--- config.mk ---
export PLATFORM = sky130hd
export DESIGN_NAME = rcr_device_flat
export DESIGN_NICKNAME = d
export VERILOG_FILES = /design/src/hw/rcr_pkg.sv /design/src/hw/rcr_link_if.sv /design/src/hw/rcr_device.sv /design/src/flat_wrapper.sv
export VERILOG_INCLUDE_DIRS = /design/src /design/src/hw
export SDC_FILE = /design/constraint.sdc
export NUM_CORES = 1
export LEC_CHECK = 0
export ABC_AREA = 1
export BUFFER_PORTS_ARGS = -buffer_cell sky130_fd_sc_hd__buf_4
export CAP_MARGIN = 15
export CORE_ASPECT_RATIO = 0.8
export CORE_MARGIN = 2
export CORE_UTILIZATION = 59
export CTS_BUF_LIST = sky130_fd_sc_hd__clkbuf_2 sky130_fd_sc_hd__clkbuf_4 sky130_fd_sc_hd__clkbuf_8
export CTS_CLUSTER_DIAMETER = 50
export DETAILED_ROUTE_END_ITERATION = 12
export PLACE_DENSITY = 0.82
export RECOVER_POWER = 100
export SLEW_MARGIN = 15
export SYNTH_ARGS = -nofsm -noshare
export SYNTH_HDL_FRONTEND = slang
export SYNTH_SLANG_ARGS = --single-unit
--- constraint.sdc ---
create_clock -name REF_CLK_IN -period 2.4 [get_ports REF_CLK_IN]
set_clock_uncertainty 0.1 [all_clocks]
set_input_delay 0.48 -clock REF_CLK_IN [delete_from_list [all_inputs] [get_ports REF_CLK_IN]]
set_output_delay 0.48 -clock REF_CLK_IN [all_outputs]
set_load 0.01 [all_outputs]
--- src/hw/rcr_regs.svh ---
// Register map, field positions, reset values and timing constants of the radio control block
`ifndef RCR_REGS_SVH
`define RCR_REGS_SVH

// Device register offsets
`define RCR_OFS_CHANNEL 8'h00
`define RCR_OFS_STATUS 8'h01
`define RCR_OFS_IRQ_CFG 8'h02
`define RCR_OFS_TX_POWER 8'h03
`define RCR_OFS_AMP_BOOST 8'h04
`define RCR_OFS_STRENGTH 8'h20
`define RCR_OFS_QUEUE_SEL 8'h28

// Reset values
`define RCR_RST_CHANNEL 7'h28
`define RCR_RST_BYTE 8'h00
`define RCR_RST_BOOST_RSV 7'h11
`define RCR_CARRIER_BASE 12'h960

// Field positions
`define RCR_CFG_POL_BIT 7
`define RCR_ST_RX_READY 5
`define RCR_ST_TX_DONE 4
`define RCR_ST_RETRY 3
`define RCR_ST_STRENGTH 2
`define RCR_ST_TXQ 1
`define RCR_ST_RXQ 0
`define RCR_EN_TXQ 2
`define RCR_EN_RXQ 1
`define RCR_EN_STRENGTH 0
`define RCR_PWR_HI 3
`define RCR_PWR_LO 2
`define RCR_BOOST_BIT 7
`define RCR_SS_LOWEST_BIT 6
`define RCR_SS_CONT_BIT 5
`define RCR_SS_ONESHOT_BIT 4
`define RCR_SS_UPPER_HI 3

// Timing at the 250 MHz reference clock
`define RCR_CLK_MHZ 250
`define RCR_EXT_RST_NS 5000
`define RCR_EXT_RST_CYC (((`RCR_EXT_RST_NS * `RCR_CLK_MHZ) + 999) / 1000)
`define RCR_POR_MS 50
`define RCR_POR_CYC (`RCR_POR_MS * `RCR_CLK_MHZ * 1000)
`define RCR_XTAL_US 1500
`define RCR_XTAL_CYC (`RCR_XTAL_US * `RCR_CLK_MHZ)
`define RCR_RST_HOLD_NS 6000
`define RCR_RST_HOLD_CYC (((`RCR_RST_HOLD_NS * `RCR_CLK_MHZ) + 999) / 1000)
`define RCR_MEAS_CYC 32

// Host controller registers, word indexes taken from address bits 3:2
`define RCR_HOFS_CMD 2'h0
`define RCR_HOFS_STATUS 2'h1
`define RCR_HOFS_RESET 2'h2
`define RCR_HCMD_WR_BIT 16
`define RCR_HCMD_IND_BIT 17

`endif

--- src/hw/rcr_pkg.sv ---
// Types shared by both ends of the radio control link
package rcr_pkg;
  // Device operating phase
  typedef enum logic [1:0] {
    RCR_DEV_POR = 2'b00,
    RCR_DEV_RUN = 2'b01,
    RCR_DEV_EXT = 2'b10
  } rcr_dev_state_type;

  // Host controller phase
  typedef enum logic [1:0] {
    RCR_HOST_IDLE = 2'b00,
    RCR_HOST_LINK = 2'b01,
    RCR_HOST_RST = 2'b10,
    RCR_HOST_XTAL = 2'b11
  } rcr_host_state_type;

  // Resolved transmitter output level
  typedef enum logic [2:0] {
    RCR_LVL_M20 = 3'b000,
    RCR_LVL_M14 = 3'b001,
    RCR_LVL_M8 = 3'b010,
    RCR_LVL_0 = 3'b011,
    RCR_LVL_P4 = 3'b100
  } rcr_level_type;
endpackage

--- src/hw/rcr_link_if.sv ---
// Register access link between the host controller and the radio device
`timescale 1ns/1ps
interface rcr_link_if;
  logic reset_n;     // Reset pin, host drives, active low
  logic req;         // Access request level
  logic wr;          // 1 write, 0 read
  logic ind;         // Indirect register space
  logic [7:0] addr;  // Register offset
  logic [7:0] wdata; // Write byte
  logic ack;         // One-cycle answer
  logic [7:0] rdata; // Read byte, valid with ack
  logic irq;         // Interrupt pin

  modport dev (input reset_n, input req, input wr, input ind, input addr, input wdata,
               output ack, output rdata, output irq);
  modport host (output reset_n, output req, output wr, output ind, output addr,
                output wdata, input ack, input rdata, input irq);
endinterface

--- src/hw/rcr_device.sv ---
// Radio device end: registers, interrupt logic, strength measurement and reset handling
//
// Design decision made here: the register link device port (rcr_link_if.dev).
`timescale 1ns/1ps
`include "rcr_regs.svh"
module rcr_device
  import rcr_pkg::*;
#(
  parameter int POR_CYCLES = `RCR_POR_CYC
) (
  // Clock and reset
  input wire logic REF_CLK_IN,
  input wire logic RESET_N_IN,
  // Link to host
  rcr_link_if.dev LINK,
  // Radio event inputs
  input wire logic RX_READY_IN,
  input wire logic TX_DONE_IN,
  input wire logic RETRY_LIMIT_IN,
  input wire logic [1:0] TX_QUEUE_STATE_IN,
  input wire logic RX_QUEUE_NONEMPTY_IN,
  input wire logic [4:0] STRENGTH_IN,
  input wire logic ADDR_MATCH_IN,
  // Radio settings and status
  output logic [6:0] RF_CHANNEL_OUT,
  output logic [11:0] CARRIER_MHZ_OUT,
  output rcr_level_type OUTPUT_LEVEL_OUT,
  output logic MEASURING_OUT,
  output logic [4:0] PACKET_STRENGTH_OUT,
  output logic IDLE_OUT
);
  // Phase and reset counters
  rcr_dev_state_type state_q, state_d;
  logic [23:0] por_cnt_q; // Power-on delay counter
  logic [11:0] low_cnt_q; // Reset pin low time

  // Registers
  logic [6:0] channel_q;
  logic [5:0] status_q;
  logic [7:0] irq_cfg_q;
  logic [1:0] power_q;
  logic boost_q;
  logic [3:0] ss_upper_q;
  logic ss_lowest_q;
  logic ss_cont_q;
  logic ss_oneshot_q;
  logic [1:0] queue_sel_q;
  logic [4:0] pkt_strength_q;

  // Link answer
  logic ack_q;
  logic [7:0] rdata_q;
  logic irq_q;

  // Event edge history
  logic [1:0] txq_prev_q;
  logic rxq_prev_q;
  logic [5:0] meas_cnt_q; // Measurement duration counter

  // Link decode
  wire running = (state_q == RCR_DEV_RUN);
  wire take = running & LINK.req & ~ack_q;
  wire wr_take = take & LINK.wr;
  wire dir = ~LINK.ind;
  wire hit_chan = dir & (LINK.addr == `RCR_OFS_CHANNEL);
  wire hit_stat = dir & (LINK.addr == `RCR_OFS_STATUS);
  wire hit_cfg = dir & (LINK.addr == `RCR_OFS_IRQ_CFG);
  wire hit_pwr = dir & (LINK.addr == `RCR_OFS_TX_POWER);
  wire hit_ss = dir & (LINK.addr == `RCR_OFS_STRENGTH);
  wire hit_qsel = dir & (LINK.addr == `RCR_OFS_QUEUE_SEL);
  wire hit_boost = LINK.ind & (LINK.addr == `RCR_OFS_AMP_BOOST);

  // Reset pin qualification: a long enough low means reset
  wire pin_low = ~LINK.reset_n;
  wire ext_hit = pin_low & (low_cnt_q == 12'(`RCR_EXT_RST_CYC));
  wire soft_rst = (state_q != RCR_DEV_RUN); // Registers held at defaults

  // Interrupt sources, one per status bit
  wire txq_event = (TX_QUEUE_STATE_IN == queue_sel_q) &
                   (txq_prev_q != queue_sel_q);
  wire rxq_event = RX_QUEUE_NONEMPTY_IN & ~rxq_prev_q;
  wire meas_active = ss_oneshot_q | ss_cont_q;
  wire meas_done = meas_active & (meas_cnt_q == 6'(`RCR_MEAS_CYC - 1));
  logic [5:0] set_vec;
  assign set_vec[`RCR_ST_RX_READY] = RX_READY_IN;
  assign set_vec[`RCR_ST_TX_DONE] = TX_DONE_IN;
  assign set_vec[`RCR_ST_RETRY] = RETRY_LIMIT_IN;
  assign set_vec[`RCR_ST_STRENGTH] = meas_done;
  assign set_vec[`RCR_ST_TXQ] = txq_event;
  assign set_vec[`RCR_ST_RXQ] = rxq_event;
  wire [5:0] clr_vec = (wr_take & hit_stat) ? LINK.wdata[5:0] : 6'h00;

  // Enable bits reordered to status layout
  logic [5:0] en_vec;
  assign en_vec[`RCR_ST_RX_READY] = irq_cfg_q[`RCR_ST_RX_READY];
  assign en_vec[`RCR_ST_TX_DONE] = irq_cfg_q[`RCR_ST_TX_DONE];
  assign en_vec[`RCR_ST_RETRY] = irq_cfg_q[`RCR_ST_RETRY];
  assign en_vec[`RCR_ST_STRENGTH] = irq_cfg_q[`RCR_EN_STRENGTH];
  assign en_vec[`RCR_ST_TXQ] = irq_cfg_q[`RCR_EN_TXQ];
  assign en_vec[`RCR_ST_RXQ] = irq_cfg_q[`RCR_EN_RXQ];
  wire pending = |(status_q & en_vec);
  wire irq_level = irq_cfg_q[`RCR_CFG_POL_BIT] ? pending : ~pending;

  // Read mux, reserved bits read zero except the boost register's fixed 7'h11 pattern
  wire [7:0] rd_chan = {1'b0, channel_q};
  wire [7:0] rd_stat = {2'b00, status_q};
  wire [7:0] rd_pwr = {4'h0, power_q, 2'b00};
  wire [7:0] rd_ss = {1'b0, ss_lowest_q, ss_cont_q, ss_oneshot_q, ss_upper_q};
  wire [7:0] rd_qsel = {6'h00, queue_sel_q};
  wire [7:0] rd_boost = {boost_q, `RCR_RST_BOOST_RSV}; // Reserved pattern is read-only
  wire [7:0] rd_val = hit_chan ? rd_chan :
                      hit_stat ? rd_stat :
                      hit_cfg ? irq_cfg_q :
                      hit_pwr ? rd_pwr :
                      hit_ss ? rd_ss :
                      hit_qsel ? rd_qsel :
                      hit_boost ? rd_boost : 8'h00;

  // Phase sequencing
  always_comb begin
    state_d = state_q;
    case (state_q)
      RCR_DEV_POR: begin
        // Wait out the power-on delay, then idle
        if (ext_hit) begin
          state_d = RCR_DEV_EXT;
        end else if (por_cnt_q == 24'(POR_CYCLES - 1)) begin
          state_d = RCR_DEV_RUN;
        end
      end
      RCR_DEV_RUN: begin
        // Any activity is dropped on a qualified reset
        if (ext_hit) begin
          state_d = RCR_DEV_EXT;
        end
      end
      RCR_DEV_EXT: begin
        // Only the pin going high ends it; nothing else is looked at
        if (LINK.reset_n) begin
          state_d = RCR_DEV_RUN;
        end
      end
      default: begin
        state_d = RCR_DEV_POR;
      end
    endcase
  end

  // Phase register and counters
  always_ff @(posedge REF_CLK_IN or negedge RESET_N_IN) begin
    if (!RESET_N_IN) begin
      state_q <= RCR_DEV_POR;
      por_cnt_q <= 24'h000000;
      low_cnt_q <= 12'h000;
    end else begin
      state_q <= state_d;
      por_cnt_q <= (state_q == RCR_DEV_POR) ? por_cnt_q + 24'h000001 : 24'h000000;
      // Saturating low-time counter; a glitch shorter than the limit is ignored
      if (!pin_low) begin
        low_cnt_q <= 12'h000;
      end else if (!ext_hit) begin
        low_cnt_q <= low_cnt_q + 12'h001;
      end
    end
  end

  // Software registers, forced to defaults outside the run phase
  always_ff @(posedge REF_CLK_IN or negedge RESET_N_IN) begin
    if (!RESET_N_IN) begin
      channel_q <= `RCR_RST_CHANNEL;
      irq_cfg_q <= `RCR_RST_BYTE;
      power_q <= 2'b00;
      boost_q <= 1'b0;
      queue_sel_q <= 2'b00;
    end else if (soft_rst) begin
      channel_q <= `RCR_RST_CHANNEL;
      irq_cfg_q <= `RCR_RST_BYTE;
      power_q <= 2'b00;
      boost_q <= 1'b0;
      queue_sel_q <= 2'b00;
    end else if (wr_take) begin
      if (hit_chan) channel_q <= LINK.wdata[6:0];
      if (hit_cfg) irq_cfg_q <= LINK.wdata;
      if (hit_pwr) power_q <= LINK.wdata[`RCR_PWR_HI:`RCR_PWR_LO];
      if (hit_boost) boost_q <= LINK.wdata[`RCR_BOOST_BIT];
      if (hit_qsel) queue_sel_q <= LINK.wdata[1:0];
    end
  end

  // Status flags: an event in the clearing cycle survives
  always_ff @(posedge REF_CLK_IN or negedge RESET_N_IN) begin
    if (!RESET_N_IN) begin
      status_q <= 6'h00;
    end else if (soft_rst) begin
      status_q <= 6'h00;
    end else begin
      status_q <= (status_q & ~clr_vec) | set_vec;
    end
  end

  // Strength register and measurement engine
  always_ff @(posedge REF_CLK_IN or negedge RESET_N_IN) begin
    if (!RESET_N_IN) begin
      ss_upper_q <= 4'h0;
      ss_lowest_q <= 1'b0;
      ss_cont_q <= 1'b0;
      ss_oneshot_q <= 1'b0;
      meas_cnt_q <= 6'h00;
      pkt_strength_q <= 5'h00;
    end else if (soft_rst) begin
      ss_upper_q <= 4'h0;
      ss_lowest_q <= 1'b0;
      ss_cont_q <= 1'b0;
      ss_oneshot_q <= 1'b0;
      meas_cnt_q <= 6'h00;
      pkt_strength_q <= 5'h00;
    end else begin
      // Counter restarts whenever nothing is requested
      meas_cnt_q <= (meas_active & ~meas_done) ? meas_cnt_q + 6'h01 : 6'h00;
      if (wr_take & hit_ss) begin
        ss_cont_q <= LINK.wdata[`RCR_SS_CONT_BIT];
        ss_oneshot_q <= LINK.wdata[`RCR_SS_ONESHOT_BIT];
        ss_upper_q <= LINK.wdata[`RCR_SS_UPPER_HI:0];
        ss_lowest_q <= LINK.wdata[`RCR_SS_LOWEST_BIT];
      end else if (meas_done) begin
        ss_oneshot_q <= 1'b0;
      end
      // Result lands in its split fields, measured on the current channel
      if (meas_done) begin
        ss_upper_q <= STRENGTH_IN[4:1];
        ss_lowest_q <= STRENGTH_IN[0];
      end
      // Packet strength captured on address match while continuous measurement is on
      if (ADDR_MATCH_IN & ss_cont_q) begin
        pkt_strength_q <= STRENGTH_IN;
      end
    end
  end

  // Link answer and pin
  always_ff @(posedge REF_CLK_IN or negedge RESET_N_IN) begin
    if (!RESET_N_IN) begin
      ack_q <= 1'b0;
      rdata_q <= 8'h00;
      irq_q <= 1'b1;
      txq_prev_q <= 2'b00;
      rxq_prev_q <= 1'b0;
    end else begin
      ack_q <= take;
      if (take) rdata_q <= rd_val;
      irq_q <= irq_level;
      txq_prev_q <= TX_QUEUE_STATE_IN;
      rxq_prev_q <= RX_QUEUE_NONEMPTY_IN;
    end
  end

  // Resolved output level; boost overrides the field
  wire rcr_level_type level = boost_q ? RCR_LVL_P4 :
                              rcr_level_type'({1'b0, power_q});

  // Outputs
  assign LINK.ack = ack_q;
  assign LINK.rdata = rdata_q;
  assign LINK.irq = irq_q;
  assign RF_CHANNEL_OUT = channel_q;
  assign CARRIER_MHZ_OUT = `RCR_CARRIER_BASE + {5'h00, channel_q};
  assign OUTPUT_LEVEL_OUT = level;
  assign MEASURING_OUT = meas_active;
  assign PACKET_STRENGTH_OUT = pkt_strength_q;
  assign IDLE_OUT = running;
endmodule // rcr_device

--- src/flat_wrapper.sv ---
// flat-port wrapper written by rule: the top's interface ports become plain ports
module rcr_device_flat import rcr_pkg::*;
#(
  parameter int POR_CYCLES = `RCR_POR_CYC
)
  (REF_CLK_IN, RESET_N_IN, RX_READY_IN, TX_DONE_IN, RETRY_LIMIT_IN, TX_QUEUE_STATE_IN, RX_QUEUE_NONEMPTY_IN, STRENGTH_IN, ADDR_MATCH_IN, RF_CHANNEL_OUT, CARRIER_MHZ_OUT, OUTPUT_LEVEL_OUT, MEASURING_OUT, PACKET_STRENGTH_OUT, IDLE_OUT, LINK_reset_n, LINK_req, LINK_wr, LINK_ind, LINK_addr, LINK_wdata, LINK_ack, LINK_rdata, LINK_irq);
  rcr_link_if LINK_i ();
  input wire logic REF_CLK_IN;
  input wire logic RESET_N_IN;
  input wire logic RX_READY_IN;
  input wire logic TX_DONE_IN;
  input wire logic RETRY_LIMIT_IN;
  input wire logic [1:0] TX_QUEUE_STATE_IN;
  input wire logic RX_QUEUE_NONEMPTY_IN;
  input wire logic [4:0] STRENGTH_IN;
  input wire logic ADDR_MATCH_IN;
  output logic [6:0] RF_CHANNEL_OUT;
  output logic [11:0] CARRIER_MHZ_OUT;
  output rcr_level_type OUTPUT_LEVEL_OUT;
  output logic MEASURING_OUT;
  output logic [4:0] PACKET_STRENGTH_OUT;
  output logic IDLE_OUT;
  input wire logic [$bits(LINK_i.reset_n)-1:0] LINK_reset_n;
  input wire logic [$bits(LINK_i.req)-1:0] LINK_req;
  input wire logic [$bits(LINK_i.wr)-1:0] LINK_wr;
  input wire logic [$bits(LINK_i.ind)-1:0] LINK_ind;
  input wire logic [$bits(LINK_i.addr)-1:0] LINK_addr;
  input wire logic [$bits(LINK_i.wdata)-1:0] LINK_wdata;
  output wire logic [$bits(LINK_i.ack)-1:0] LINK_ack;
  output wire logic [$bits(LINK_i.rdata)-1:0] LINK_rdata;
  output wire logic [$bits(LINK_i.irq)-1:0] LINK_irq;
  assign LINK_i.reset_n = LINK_reset_n;
  assign LINK_i.req = LINK_req;
  assign LINK_i.wr = LINK_wr;
  assign LINK_i.ind = LINK_ind;
  assign LINK_i.addr = LINK_addr;
  assign LINK_i.wdata = LINK_wdata;
  assign LINK_ack = LINK_i.ack;
  assign LINK_rdata = LINK_i.rdata;
  assign LINK_irq = LINK_i.irq;
  rcr_device #(.POR_CYCLES(POR_CYCLES)) u_core (.REF_CLK_IN(REF_CLK_IN), .RESET_N_IN(RESET_N_IN), .LINK(LINK_i), .RX_READY_IN(RX_READY_IN), .TX_DONE_IN(TX_DONE_IN), .RETRY_LIMIT_IN(RETRY_LIMIT_IN), .TX_QUEUE_STATE_IN(TX_QUEUE_STATE_IN), .RX_QUEUE_NONEMPTY_IN(RX_QUEUE_NONEMPTY_IN), .STRENGTH_IN(STRENGTH_IN), .ADDR_MATCH_IN(ADDR_MATCH_IN), .RF_CHANNEL_OUT(RF_CHANNEL_OUT), .CARRIER_MHZ_OUT(CARRIER_MHZ_OUT), .OUTPUT_LEVEL_OUT(OUTPUT_LEVEL_OUT), .MEASURING_OUT(MEASURING_OUT), .PACKET_STRENGTH_OUT(PACKET_STRENGTH_OUT), .IDLE_OUT(IDLE_OUT));
endmodule
==> results of run 1 <==
metal layers:
metal  global-route usage, %  up-vias  share of wire [%]
li1                        -     2190                  -
met1                    41.5     2042                 47
met2                    38.3      180                 42
met3                    6.62       17                9.2
met4                    7.56        0                1.6
met5                       0        -                  0
Yosys cell counts (all sizes together):
library cell  count
buf              14
dfrtp            92
dfstp             3
or2               1
xnor2             7
a21oi            23
nor2             88
a221oi            1
o22ai             1
o211ai            1
ha                5
nand3            45
nor4              1
a31oi             3
o21ai            55
o31ai             1
clkbuf            4
nor3             23
inv              80
nand2           156
and3              1
clkinv            1
and2              1
o21bai            1
a211oi            2
o2111ai           1
conb              2
nor3b             2
xor2             10
nand4            15
layout make-up:
cell class,instances,share of cell area (%)
multi-input combinational,448,38.6
inverter,81,5.46
clock buffer,10,2.36
clock inverter,6,0.921
timing repair buffer,74,7.39
sequential,95,42.8
tap,112,2.52
worst reg2reg max path, stage by stage, from the launching register on:
cell and delay [ps]:
dfrtp_1 460, nor2_4 340, nand2_4 160, nor2_4 210, inv_1 110, o21ai_1 320, inv_2 170, nand2_1 100
o21ai_0 70
state kept, by name, indices dropped and copies added, names as in the netlist, 4 cells and up:
signal and flops:
u_core.LINK.rdata 8, u_core.PACKET_STRENGTH_OUT 5, u_core.irq_cfg_q 8, u_core.low_cnt_q 12
u_core.por_cnt_q 24, u_core.ss_upper_q 4, u_core.status_q 6, u_core.meas_cnt_q 6
u_core.RF_CHANNEL_OUT 7
final timing paths:
check                                           endpoint                 start
worst max-delay path                            IDLE_OUT     u_core.state_q[1]
worst min-delay path                   u_core.rxq_prev_q  RX_QUEUE_NONEMPTY_IN
worst max register to register  u_core.RF_CHANNEL_OUT[1]     u_core.state_q[1]
worst min register to register      u_core.meas_cnt_q[0]  u_core.meas_cnt_q[0]
max in group asynchronous                 u_core.boost_q            RESET_N_IN
min in group asynchronous             u_core.status_q[5]            RESET_N_IN
what timing repair did:
action / in CTS / in global routing
hold endpoints to repair: 25 / 0
buffers inserted: 0 / 0
endpoints found under the setup margin: 0 / 0
hold buffers: 1 / 0
report_power, final:
group	leakage [µW]	total (µW)	switching (µW)	internal [µW]
Clock	0.0000849	969	566	402
Sequential	0.00125	1650	20.6	1630
Combinational	0.00124	213	136	77.4
Total	0.00258	2830	723	2110
cell families (layout without fill, tap and decap cells):
kind of cell,count (synthesis),after routing,share of synthesized area (%)
XOR/XNOR,17,17,2.98
flip-flops,95,95,47.6
adder cells (fa/ha/maj),5,5,1.25
AND/OR/NAND/NOR,333,333,29.5
other,2,4,0.150
buffers and inverters,99,171,8.51
AO/OA/AOI/OAI,89,89,10.0
metrics by stage:
step	power (µW)	hold slack, ps	area, µm²	utilization (%)	instances
after floorplan	1780	84.4	5010	-	642
after global placement	1910	322	5590	66.8	809
after detailed placement	1920	325	5590	66.8	809
after CTS	2890	109	5780	69.1	826
after global routing	2960	134	5570	66.5	826
final	2830	153	5570	66.5	826
==> results.sh, run 1 <==
export IMPL_leakage_uw=0.00258
export IMPL_ios=73
export IMPL_portBuffers=68
export IMPL_synth_top_area_cell="dfrtp_1"
export IMPL_syn_avg_cell_area_um2=7.81
export IMPL_tightest_slew_ps=894
export IMPL_syn_area_um2=5000
export IMPL_rrSetupSlack_ps=230
export IMPL_start_util_pct=59.7
export IMPL_power_density_nw_per_um2=509
export IMPL_slew_viol_final=0
export IMPL_final_common_cell="nand2_1"
export IMPL_critPathKind="reg -> out"
export IMPL_critPathTopFamily="flip-flops"
export IMPL_clock_insertion_delay_worst_skew_ps=360
export IMPL_fp_dieW_um=107
export IMPL_hpwl_um=9160
export IMPL_holdPathStages=1
export IMPL_worst_path_max_fanout=16
export IMPL_die_y_um=86.3
export IMPL_drt_wl_total_um=11800
export IMPL_cp_required_ps=1820
export IMPL_synth_distinct_cells=43
export IMPL_grt_antenna_before_repair=0
export IMPL_rsz0062_at_grt="no"
export IMPL_ant_nets=0
export IMPL_row_count=30
export IMPL_drc=0
export IMPL_diodes=0
export IMPL_cts_resized=0
export IMPL_synth_yosys_seq_area_share_pct=47.6
export IMPL_detail_route_iter0_violations=292
export IMPL_period_share_pct=91.6
export IMPL_wire_per_inst_um=14.3
export IMPL_grtUsageTotal_pct=27.0
export IMPL_cap_viol_max_count=0
export IMPL_crit_slowest_cell="dfrtp_1"
export IMPL_path_clk_slew_ps=90
export IMPL_ys_top_cells_by_area="dfrtp_1, nand2_1, nor2_1"
export IMPL_peakVddDrop_v=0.000377
export IMPL_tritoncts="built"
export IMPL_cp_num_cells=3
export IMPL_setup_worst_path_start_class="flip-flop"
export IMPL_clockBufferDepth=2
export IMPL_die_area_um2=9230
export IMPL_gp_congestion=1.06
export IMPL_cp_arrival_ps=1620
export IMPL_max_freq_ghz=0.455
export IMPL_netlist_area_leader_share_pct=46.0
export IMPL_max_stage_delay_ps=460
export IMPL_first_pass_iters=5
export IMPL_drive_gt1_share_pct=9.52
export IMPL_ys_warn_count=0
export IMPL_worstPathBufferInverterCount=2
export IMPL_setup_violations=0
export IMPL_final_cell_mix="nand2_1, dfrtp_1, nor2_1, inv_1, o21ai_0"
export IMPL_area_growth_pct=11.3
export IMPL_slew_headroom_pct=40.4
export IMPL_fin_tns_setup_ps=0
export IMPL_cts_sinks=95
export IMPL_outcome="finished clean"
export IMPL_multi_input_area_um2=2150
export IMPL_regArea_um2=2380
export IMPL_cts_buffers=9
export IMPL_hold_class="in -> reg"
export IMPL_grt_pass1_vias=4044
export IMPL_htreeDepth=3
export IMPL_finalNetCount=748
export IMPL_coreArea_um2=8370
export IMPL_ys_seq_elements=95
export IMPL_grt_pass1_wl_um=19500
export IMPL_rr_worst_depth=8
export IMPL_cp_end_kind="output pin"
export IMPL_grt_max_degree=69
export IMPL_root_buffer="clkbuf_8"
export IMPL_finalCriticalPeriod_ps=2200
export IMPL_finalHoldViolations=0
export IMPL_vias_per_cell=5.36
export IMPL_final_fill_count=761
export IMPL_crit_chain="nor2_4, buf_4, clkbuf_1"
export IMPL_vias=4429
export IMPL_overflow=0
export IMPL_dp_slack_ps=370
export IMPL_worst_slack_ps=203
export IMPL_synthCells=640
Note: power is estimated with default switching activity, not from simulation.
==> run 2: changes to the inputs <==
ABC_AREA = unset   (was 1)
==> run 2 against run 1 <==
- die area decreased by 0.84%
- sequential share of layout area decreased by 0.51 points
- sequential power increased by 2%
- first-iteration DRC count increased by 30%
- worst hold slack got worse by 11 ps
- synthesized cell count decreased by 17%
- clock power increased by 11%
- maximum frequency increased by 4.7%
- core utilization increased by 3.4 points
- non-clock buffer count increased by 14
==> results.sh, run 2 <==
export IMPL_ys_warn_count=0
export IMPL_grt_pass1_vias=4092
export IMPL_max_freq_ghz=0.477
export IMPL_overflow=0
export IMPL_leakage_uw=0.00234
export IMPL_dp_cells=691
export IMPL_gp_congestion=0.947
export IMPL_fp_dieW_um=106
export IMPL_finalNetCount=634
export IMPL_tritoncts="built"
export IMPL_power_density_nw_per_um2=553
export IMPL_ys_seq_elements=95
export IMPL_die_area_um2=9160
export IMPL_ys_top_cells_by_count="dfrtp_1, a21oi_1, nand3_1, nor2_1, o21ai_0"
export IMPL_grt_antenna_before_repair=0
export IMPL_path_clk_slew_ps=90
export IMPL_final_cell_mix="dfrtp_1, a21oi_1, buf_4, nand3_1, o21ai_0"
export IMPL_ys_flop_type="dfrtp_1"
export IMPL_clockBufferDepth=2
export IMPL_htreeDepth=3
export IMPL_coreArea_um2=8060
export IMPL_area_growth_pct=13.7
export IMPL_top_regs="u_core.por_cnt_q: 24 flops, u_core.low_cnt_q: 12 flops"
export IMPL_vias_per_cell=6.20
export IMPL_ant_nets=0
export IMPL_peakVddDrop_v=0.000411
export IMPL_cp_end_kind="output pin"
export IMPL_drc=0
export IMPL_cp_arrival_ps=1520
export IMPL_setup_violations=0
export IMPL_synthArstFlopShare_pct=100
export IMPL_grt_pass1_wl_um=20600
export IMPL_detail_route_iter0_violations=380
export IMPL_hpwl_um=9270
export IMPL_die_y_um=86.0
export IMPL_ys_top_cells_by_area="dfrtp_1, a21oi_1, nand3_1"
export IMPL_netlist_area_leader_share_pct=46.4
export IMPL_syn_area_um2=4960
export IMPL_wire_per_inst_um=17.9
export IMPL_totalPowerFinal_uw=3110
export IMPL_row_count=29
export IMPL_hold_worst_slack_ps=142
export IMPL_cts_sinks=95
export IMPL_synth_top_area_cell="dfrtp_1"
export IMPL_cap_viol_max_count=0
export IMPL_fin_tns_setup_ps=0
export IMPL_slew_headroom_pct=20.7
export IMPL_root_buffer="clkbuf_8"
export IMPL_yosysMostFrequentCell="dfrtp_1"
export IMPL_synth_yosys_seq_area_share_pct=48.0
export IMPL_drt_wl_total_um=12700
export IMPL_synth_distinct_cells=64
export IMPL_tightest_slew_ps=1190
export IMPL_cp_required_ps=1820
export IMPL_drive_gt1_share_pct=13.8
export IMPL_grtUsageTotal_pct=28.6
export IMPL_grt_max_degree=62
export IMPL_hold_class="in -> reg"
export IMPL_diodes=0
export IMPL_synthCells=530
export IMPL_portBuffers=68
export IMPL_period_share_pct=87.4
export IMPL_clock_insertion_delay_worst_skew_ps=360
export IMPL_outcome="finished clean"
export IMPL_final_common_cell="dfrtp_1"
export IMPL_finalHoldViolations=0
export IMPL_slew_viol_final=0
export IMPL_critPathKind="reg -> out"
export IMPL_finalNonFillerCells=708
export IMPL_top_register="u_core.por_cnt_q"
export IMPL_regArea_um2=2380
export IMPL_first_pass_iters=5
export IMPL_rsz0062_at_grt="no"
export IMPL_final_fill_count=667
export IMPL_finalCriticalPeriod_ps=2100
export IMPL_syn_avg_cell_area_um2=9.35
export IMPL_ios=73
export IMPL_synth_edf_count=0
export IMPL_cts_buffers=9
export IMPL_start_util_pct=61.5
export IMPL_multi_input_area_um2=2300
export IMPL_vias=4391
export IMPL_largest_reg_flops=24
export IMPL_worst_path_max_fanout=17
export IMPL_setup_worst_path_start_class="flip-flop"
[run 2: cell count changes in the layout (fill, tap and decap cells not counted), sizes merged, moves of 7 or more]
| cell | previous run | this run |
|---|---|---|
| inv | 83 | 19 |
| or3 | 0 | 8 |
| nor3 | 23 | 11 |
| o21ai | 55 | 44 |
| a31oi | 3 | 13 |
| a21oi | 23 | 49 |
| xnor2 | 7 | 14 |
| nor4 | 1 | 10 |
| buf | 32 | 48 |
| nand2 | 156 | 35 |
| nor2 | 88 | 41 |
[run 2: per-stage QoR]
stage                     worst slack (ps)  cell area [µm²]  util (%)
after floorplan                        411             4960         -
after global placement                 146             5580      69.3
after detailed placement               178             5580      69.3
after CTS                              305             5800      72.0
after global routing                   101             5640      70.0
final                                  302             5640      70.0
[run 2: routing by layer]
layer	wire [µm]	track usage [%]
met5	0	0
met4	175	6.49
met3	1300	8.13
met2	5680	43.0
met1	5500	41.6
[run 2: cell type report]
cell class                 instances  area share (%)
tap                              108            2.40
inverter                          18            1.20
multi-input combinational        383            40.8
clock buffer                      12            2.71
timing repair buffer              88            9.68
sequential                        95            42.3
clock inverter                     4           0.955
[run 2: report_power, final]
group / switching, µW / internal (µW) / total (µW)
clock network: 541 / 538 / 1080
registers: 48.3 / 1640 / 1690
logic: 227 / 116 / 344
total: 817 / 2300 / 3110
[run 2: worst paths after layout]
kind / startpoint / endpoint / slack, ps / cells after the start
max: u_core.state_q[1] / IDLE_OUT / 300 / 5
min: RX_QUEUE_NONEMPTY_IN / u_core.rxq_prev_q / 140 / 1
max reg2reg: u_core.state_q[1] / u_core.status_q[2] / 300 / 5
min reg2reg: u_core.meas_cnt_q[0] / u_core.meas_cnt_q[0] / 370 / 1
max in group asynchronous: RESET_N_IN / u_core.RF_CHANNEL_OUT[3] / 680 / 3
min in group asynchronous: RESET_N_IN / u_core.por_cnt_q[19] / 660 / 2
[run 2: logic make-up after synthesis]
family | synth area share, %
and+or+nand+nor | 22.4
AOI/OAI and AO/OA | 15.9
DFF | 48.0
buffers and inverters | 5.33
xor gates and xnor gates | 4.95
muxes | 1.97
adders and majority gates | 1.26
other | 0.151
[run 2: repair_timing]
item | 4_1_cts | 5_1_grt
hold buffers | 1 | 0
setup buffers | 0 | 0
hold endpoints to repair | 32 | 0
resized for setup | 0 | 0
[run 2: critical path: stages, from the launching register on]
cell and delay (ps):
dfrtp_1 450, inv_1 110, nand2_1 90, buf_4 270, inv_1 100, buf_4 150
==> run 3: changes to the inputs <==
CORE_UTILIZATION = 54   (was 59)
GPL_ROUTABILITY_DRIVEN = 0   (was unset)
PLACE_DENSITY = 0.79   (was 0.82)
RECOVER_POWER = 25   (was 100)
clock period = 1.75 ns   (was 2.4 ns; I/O delays follow)
==> run 3 against run 2 <==
- the flow now finishes with violations (negative setup slack)
- non-clock buffer count rose by 70
- clock power rose by 30%
- global-route usage fell by 0.94 points
- flip-flop and latch count did not move
- core utilization rose by 1.8 points
- sequential share of layout area fell by 5.4 points
- critical path type unchanged
- highest routed layer unchanged
==> results.sh, run 3 (same netlist as run 2, synthesis figures left out) <==
export IMPL_power_density_nw_per_um2=674
export IMPL_first_pass_iters=5
export IMPL_max_freq_ghz=0.543
export IMPL_die_y_um=89.7
export IMPL_cp_arrival_ps=1390
export IMPL_fp_dieW_um=111
export IMPL_root_buffer="clkbuf_8"
export IMPL_top_regs="u_core.por_cnt_q: 24 flops, u_core.low_cnt_q: 12 flops"
export IMPL_holdPathStages=1
export IMPL_vias_per_cell=6.11
export IMPL_clock_power_share_pct=32.2
export IMPL_wire_per_inst_um=18.0
export IMPL_ant_nets=0
export IMPL_path_clk_slew_ps=100
export IMPL_failed_checks="negative setup slack"
export IMPL_drt_wl_total_um=14100
export IMPL_setup_violations=2
export IMPL_setup_worst_path_start_class="flip-flop"
export IMPL_overflow=0
export IMPL_period_share_pct=105
export IMPL_start_util_pct=55.1
export IMPL_row_count=31
export IMPL_finalCriticalPeriod_ps=1840
export IMPL_rr_worst_depth=4
export IMPL_drive_gt1_share_pct=33.3
export IMPL_cp_end_kind="output pin"
export IMPL_hpwl_um=10000
export IMPL_vias=4795
export IMPL_grt_max_degree=49
export IMPL_critPathKind="reg -> out"
export IMPL_power_internal_uw=3120
export IMPL_worst_slack_ps=-93.0
export IMPL_worst_path_max_fanout=3
export IMPL_tritoncts="built"
export IMPL_switchingPower_uw=1230
export IMPL_largest_reg_flops=24
export IMPL_tightest_slew_ps=779
export IMPL_grt_antenna_before_repair=0
export IMPL_finalNonFillerCells=785
export IMPL_area_growth_pct=30.3
export IMPL_peakVddDrop_v=0.000424
export IMPL_grtUsageTotal_pct=27.6
export IMPL_pwr_share_comb_pct=14.5
export IMPL_cp_required_ps=1300
export IMPL_portBuffers=68
export IMPL_ios=73
export IMPL_diodes=0
export IMPL_hold_worst_slack_ps=40.2
export IMPL_slew_headroom_pct=48.1
export IMPL_rsz0062_at_grt="yes"
export IMPL_leakage_uw=0.00287
export IMPL_dp_cells=752
export IMPL_dp_slack_ps=-218
export IMPL_cts_buffers=9
export IMPL_p_sw_share_pct=28.3
export IMPL_drc=0
export IMPL_detail_route_iter0_violations=425
export IMPL_coreArea_um2=9000
export IMPL_top_register="u_core.por_cnt_q"
export IMPL_slew_viol_final=0
export IMPL_htreeDepth=3
export IMPL_cts_sinks=95
export IMPL_cap_viol_max_count=0
export IMPL_clock_insertion_delay_worst_skew_ps=370
export IMPL_finalNetCount=704
export IMPL_hold_class="in -> reg"
export IMPL_finalHoldViolations=0
export IMPL_final_fill_count=646
export IMPL_grt_pass1_wl_um=22300
export IMPL_final_common_cell="buf_4"
export IMPL_final_cell_mix="buf_4, dfrtp_1, a21oi_1, nand3_1, nor2_1"
export IMPL_die_area_um2=9970
export IMPL_clockBufferDepth=2
export IMPL_grt_pass1_vias=4471
export IMPL_outcome="complete, but fails checks"
export IMPL_power_frac_seq_pct=53.3
run 3: cell count changes in the layout (fill, tap and decap cells not counted), moves of 4 or more:
cell / before / now
buf_4: 46 / 146
nand3_1: 45 / 41
nand3_2: 0 / 4
o21ai_0: 43 / 29
buf_6: 0 / 5
inv_1: 18 / 12
o21ai_1: 1 / 15
clkbuf_1: 36 / 3
a21oi_2: 0 / 5
a21oi_1: 49 / 44
run 3: power by group through the flow:
| stage | Combinational [µW] | Sequential (µW) | Clock (µW) |
|---|---|---|---|
| after floorplan | 239 | 2350 | 0 |
| after global placement | 559 | 2350 | 0 |
| after detailed placement | 574 | 2350 | 0 |
| after CTS | 597 | 2310 | 1420 |
| after global routing | 683 | 2330 | 1500 |
| final | 630 | 2320 | 1400 |
run 3: critical path: stages (launching register included):
cell and delay [ps]:
dfstp_2 560, inv_2 60, ha_4 250, inv_2 40, buf_6 110
run 3: routing by layer:
metal / global-route usage [%] / share of wire [%] / wire length, µm / vias up
met4: 7.41 / 1.9 / 274 / 0
met2: 41.7 / 46 / 6450 / 253
met5: 0 / 0 / 0 / -
li1: - / - / - / 2179
met3: 7.48 / 9.1 / 1290 / 31
met1: 39.9 / 43 / 6110 / 2332
run 3: what timing repair did:
item,CTS,global route
setup buffers,2,13
hold buffers,2,0
gates resized for setup,14,39
setup endpoints to repair,12,42
pin swaps,0,15
hold endpoints to repair,15,0
run 3: worst paths after layout:
path                                     startpoint  slack (ps)                   end
min reg2reg                    u_core.meas_cnt_q[0]         370  u_core.meas_cnt_q[0]
min in group asynchronous                RESET_N_IN         290  u_core.por_cnt_q[12]
max reg2reg                     u_core.por_cnt_q[0]         -20  u_core.por_cnt_q[23]
max in group asynchronous                RESET_N_IN         280  u_core.txq_prev_q[0]
max                        u_core.RF_CHANNEL_OUT[5]         -90    CARRIER_MHZ_OUT[6]
min                            TX_QUEUE_STATE_IN[0]          40  u_core.txq_prev_q[0]
run 3: final cells by class:
type / count / area [µm²] / area share, %
Clock buffer: 11 / 151 / 2.34
Clock inverter: 5 / 37.5 / 0.581
Inverter: 18 / 80.1 / 1.24
Multi-Input combinational cell: 383 / 2470 / 38.2
Sequential cell: 95 / 2380 / 36.9
Tap cell: 115 / 144 / 2.23
Timing Repair Buffer: 158 / 1200 / 18.6
run 3: stage by stage:
step           TNS (ps)  total power [µW]  instance area (µm²)  utilization, %
6_report           -108              4360                 6460            71.8
4_1_cts           -78.8              4330                 6270            69.7
3_5_place_dp      -4230              2930                 6010            66.8
5_1_grt            -491              4510                 6460            71.8
2_1_floorplan     -1520              2590                 5000               -
3_3_place_gp      -2620              2910                 6010            66.8
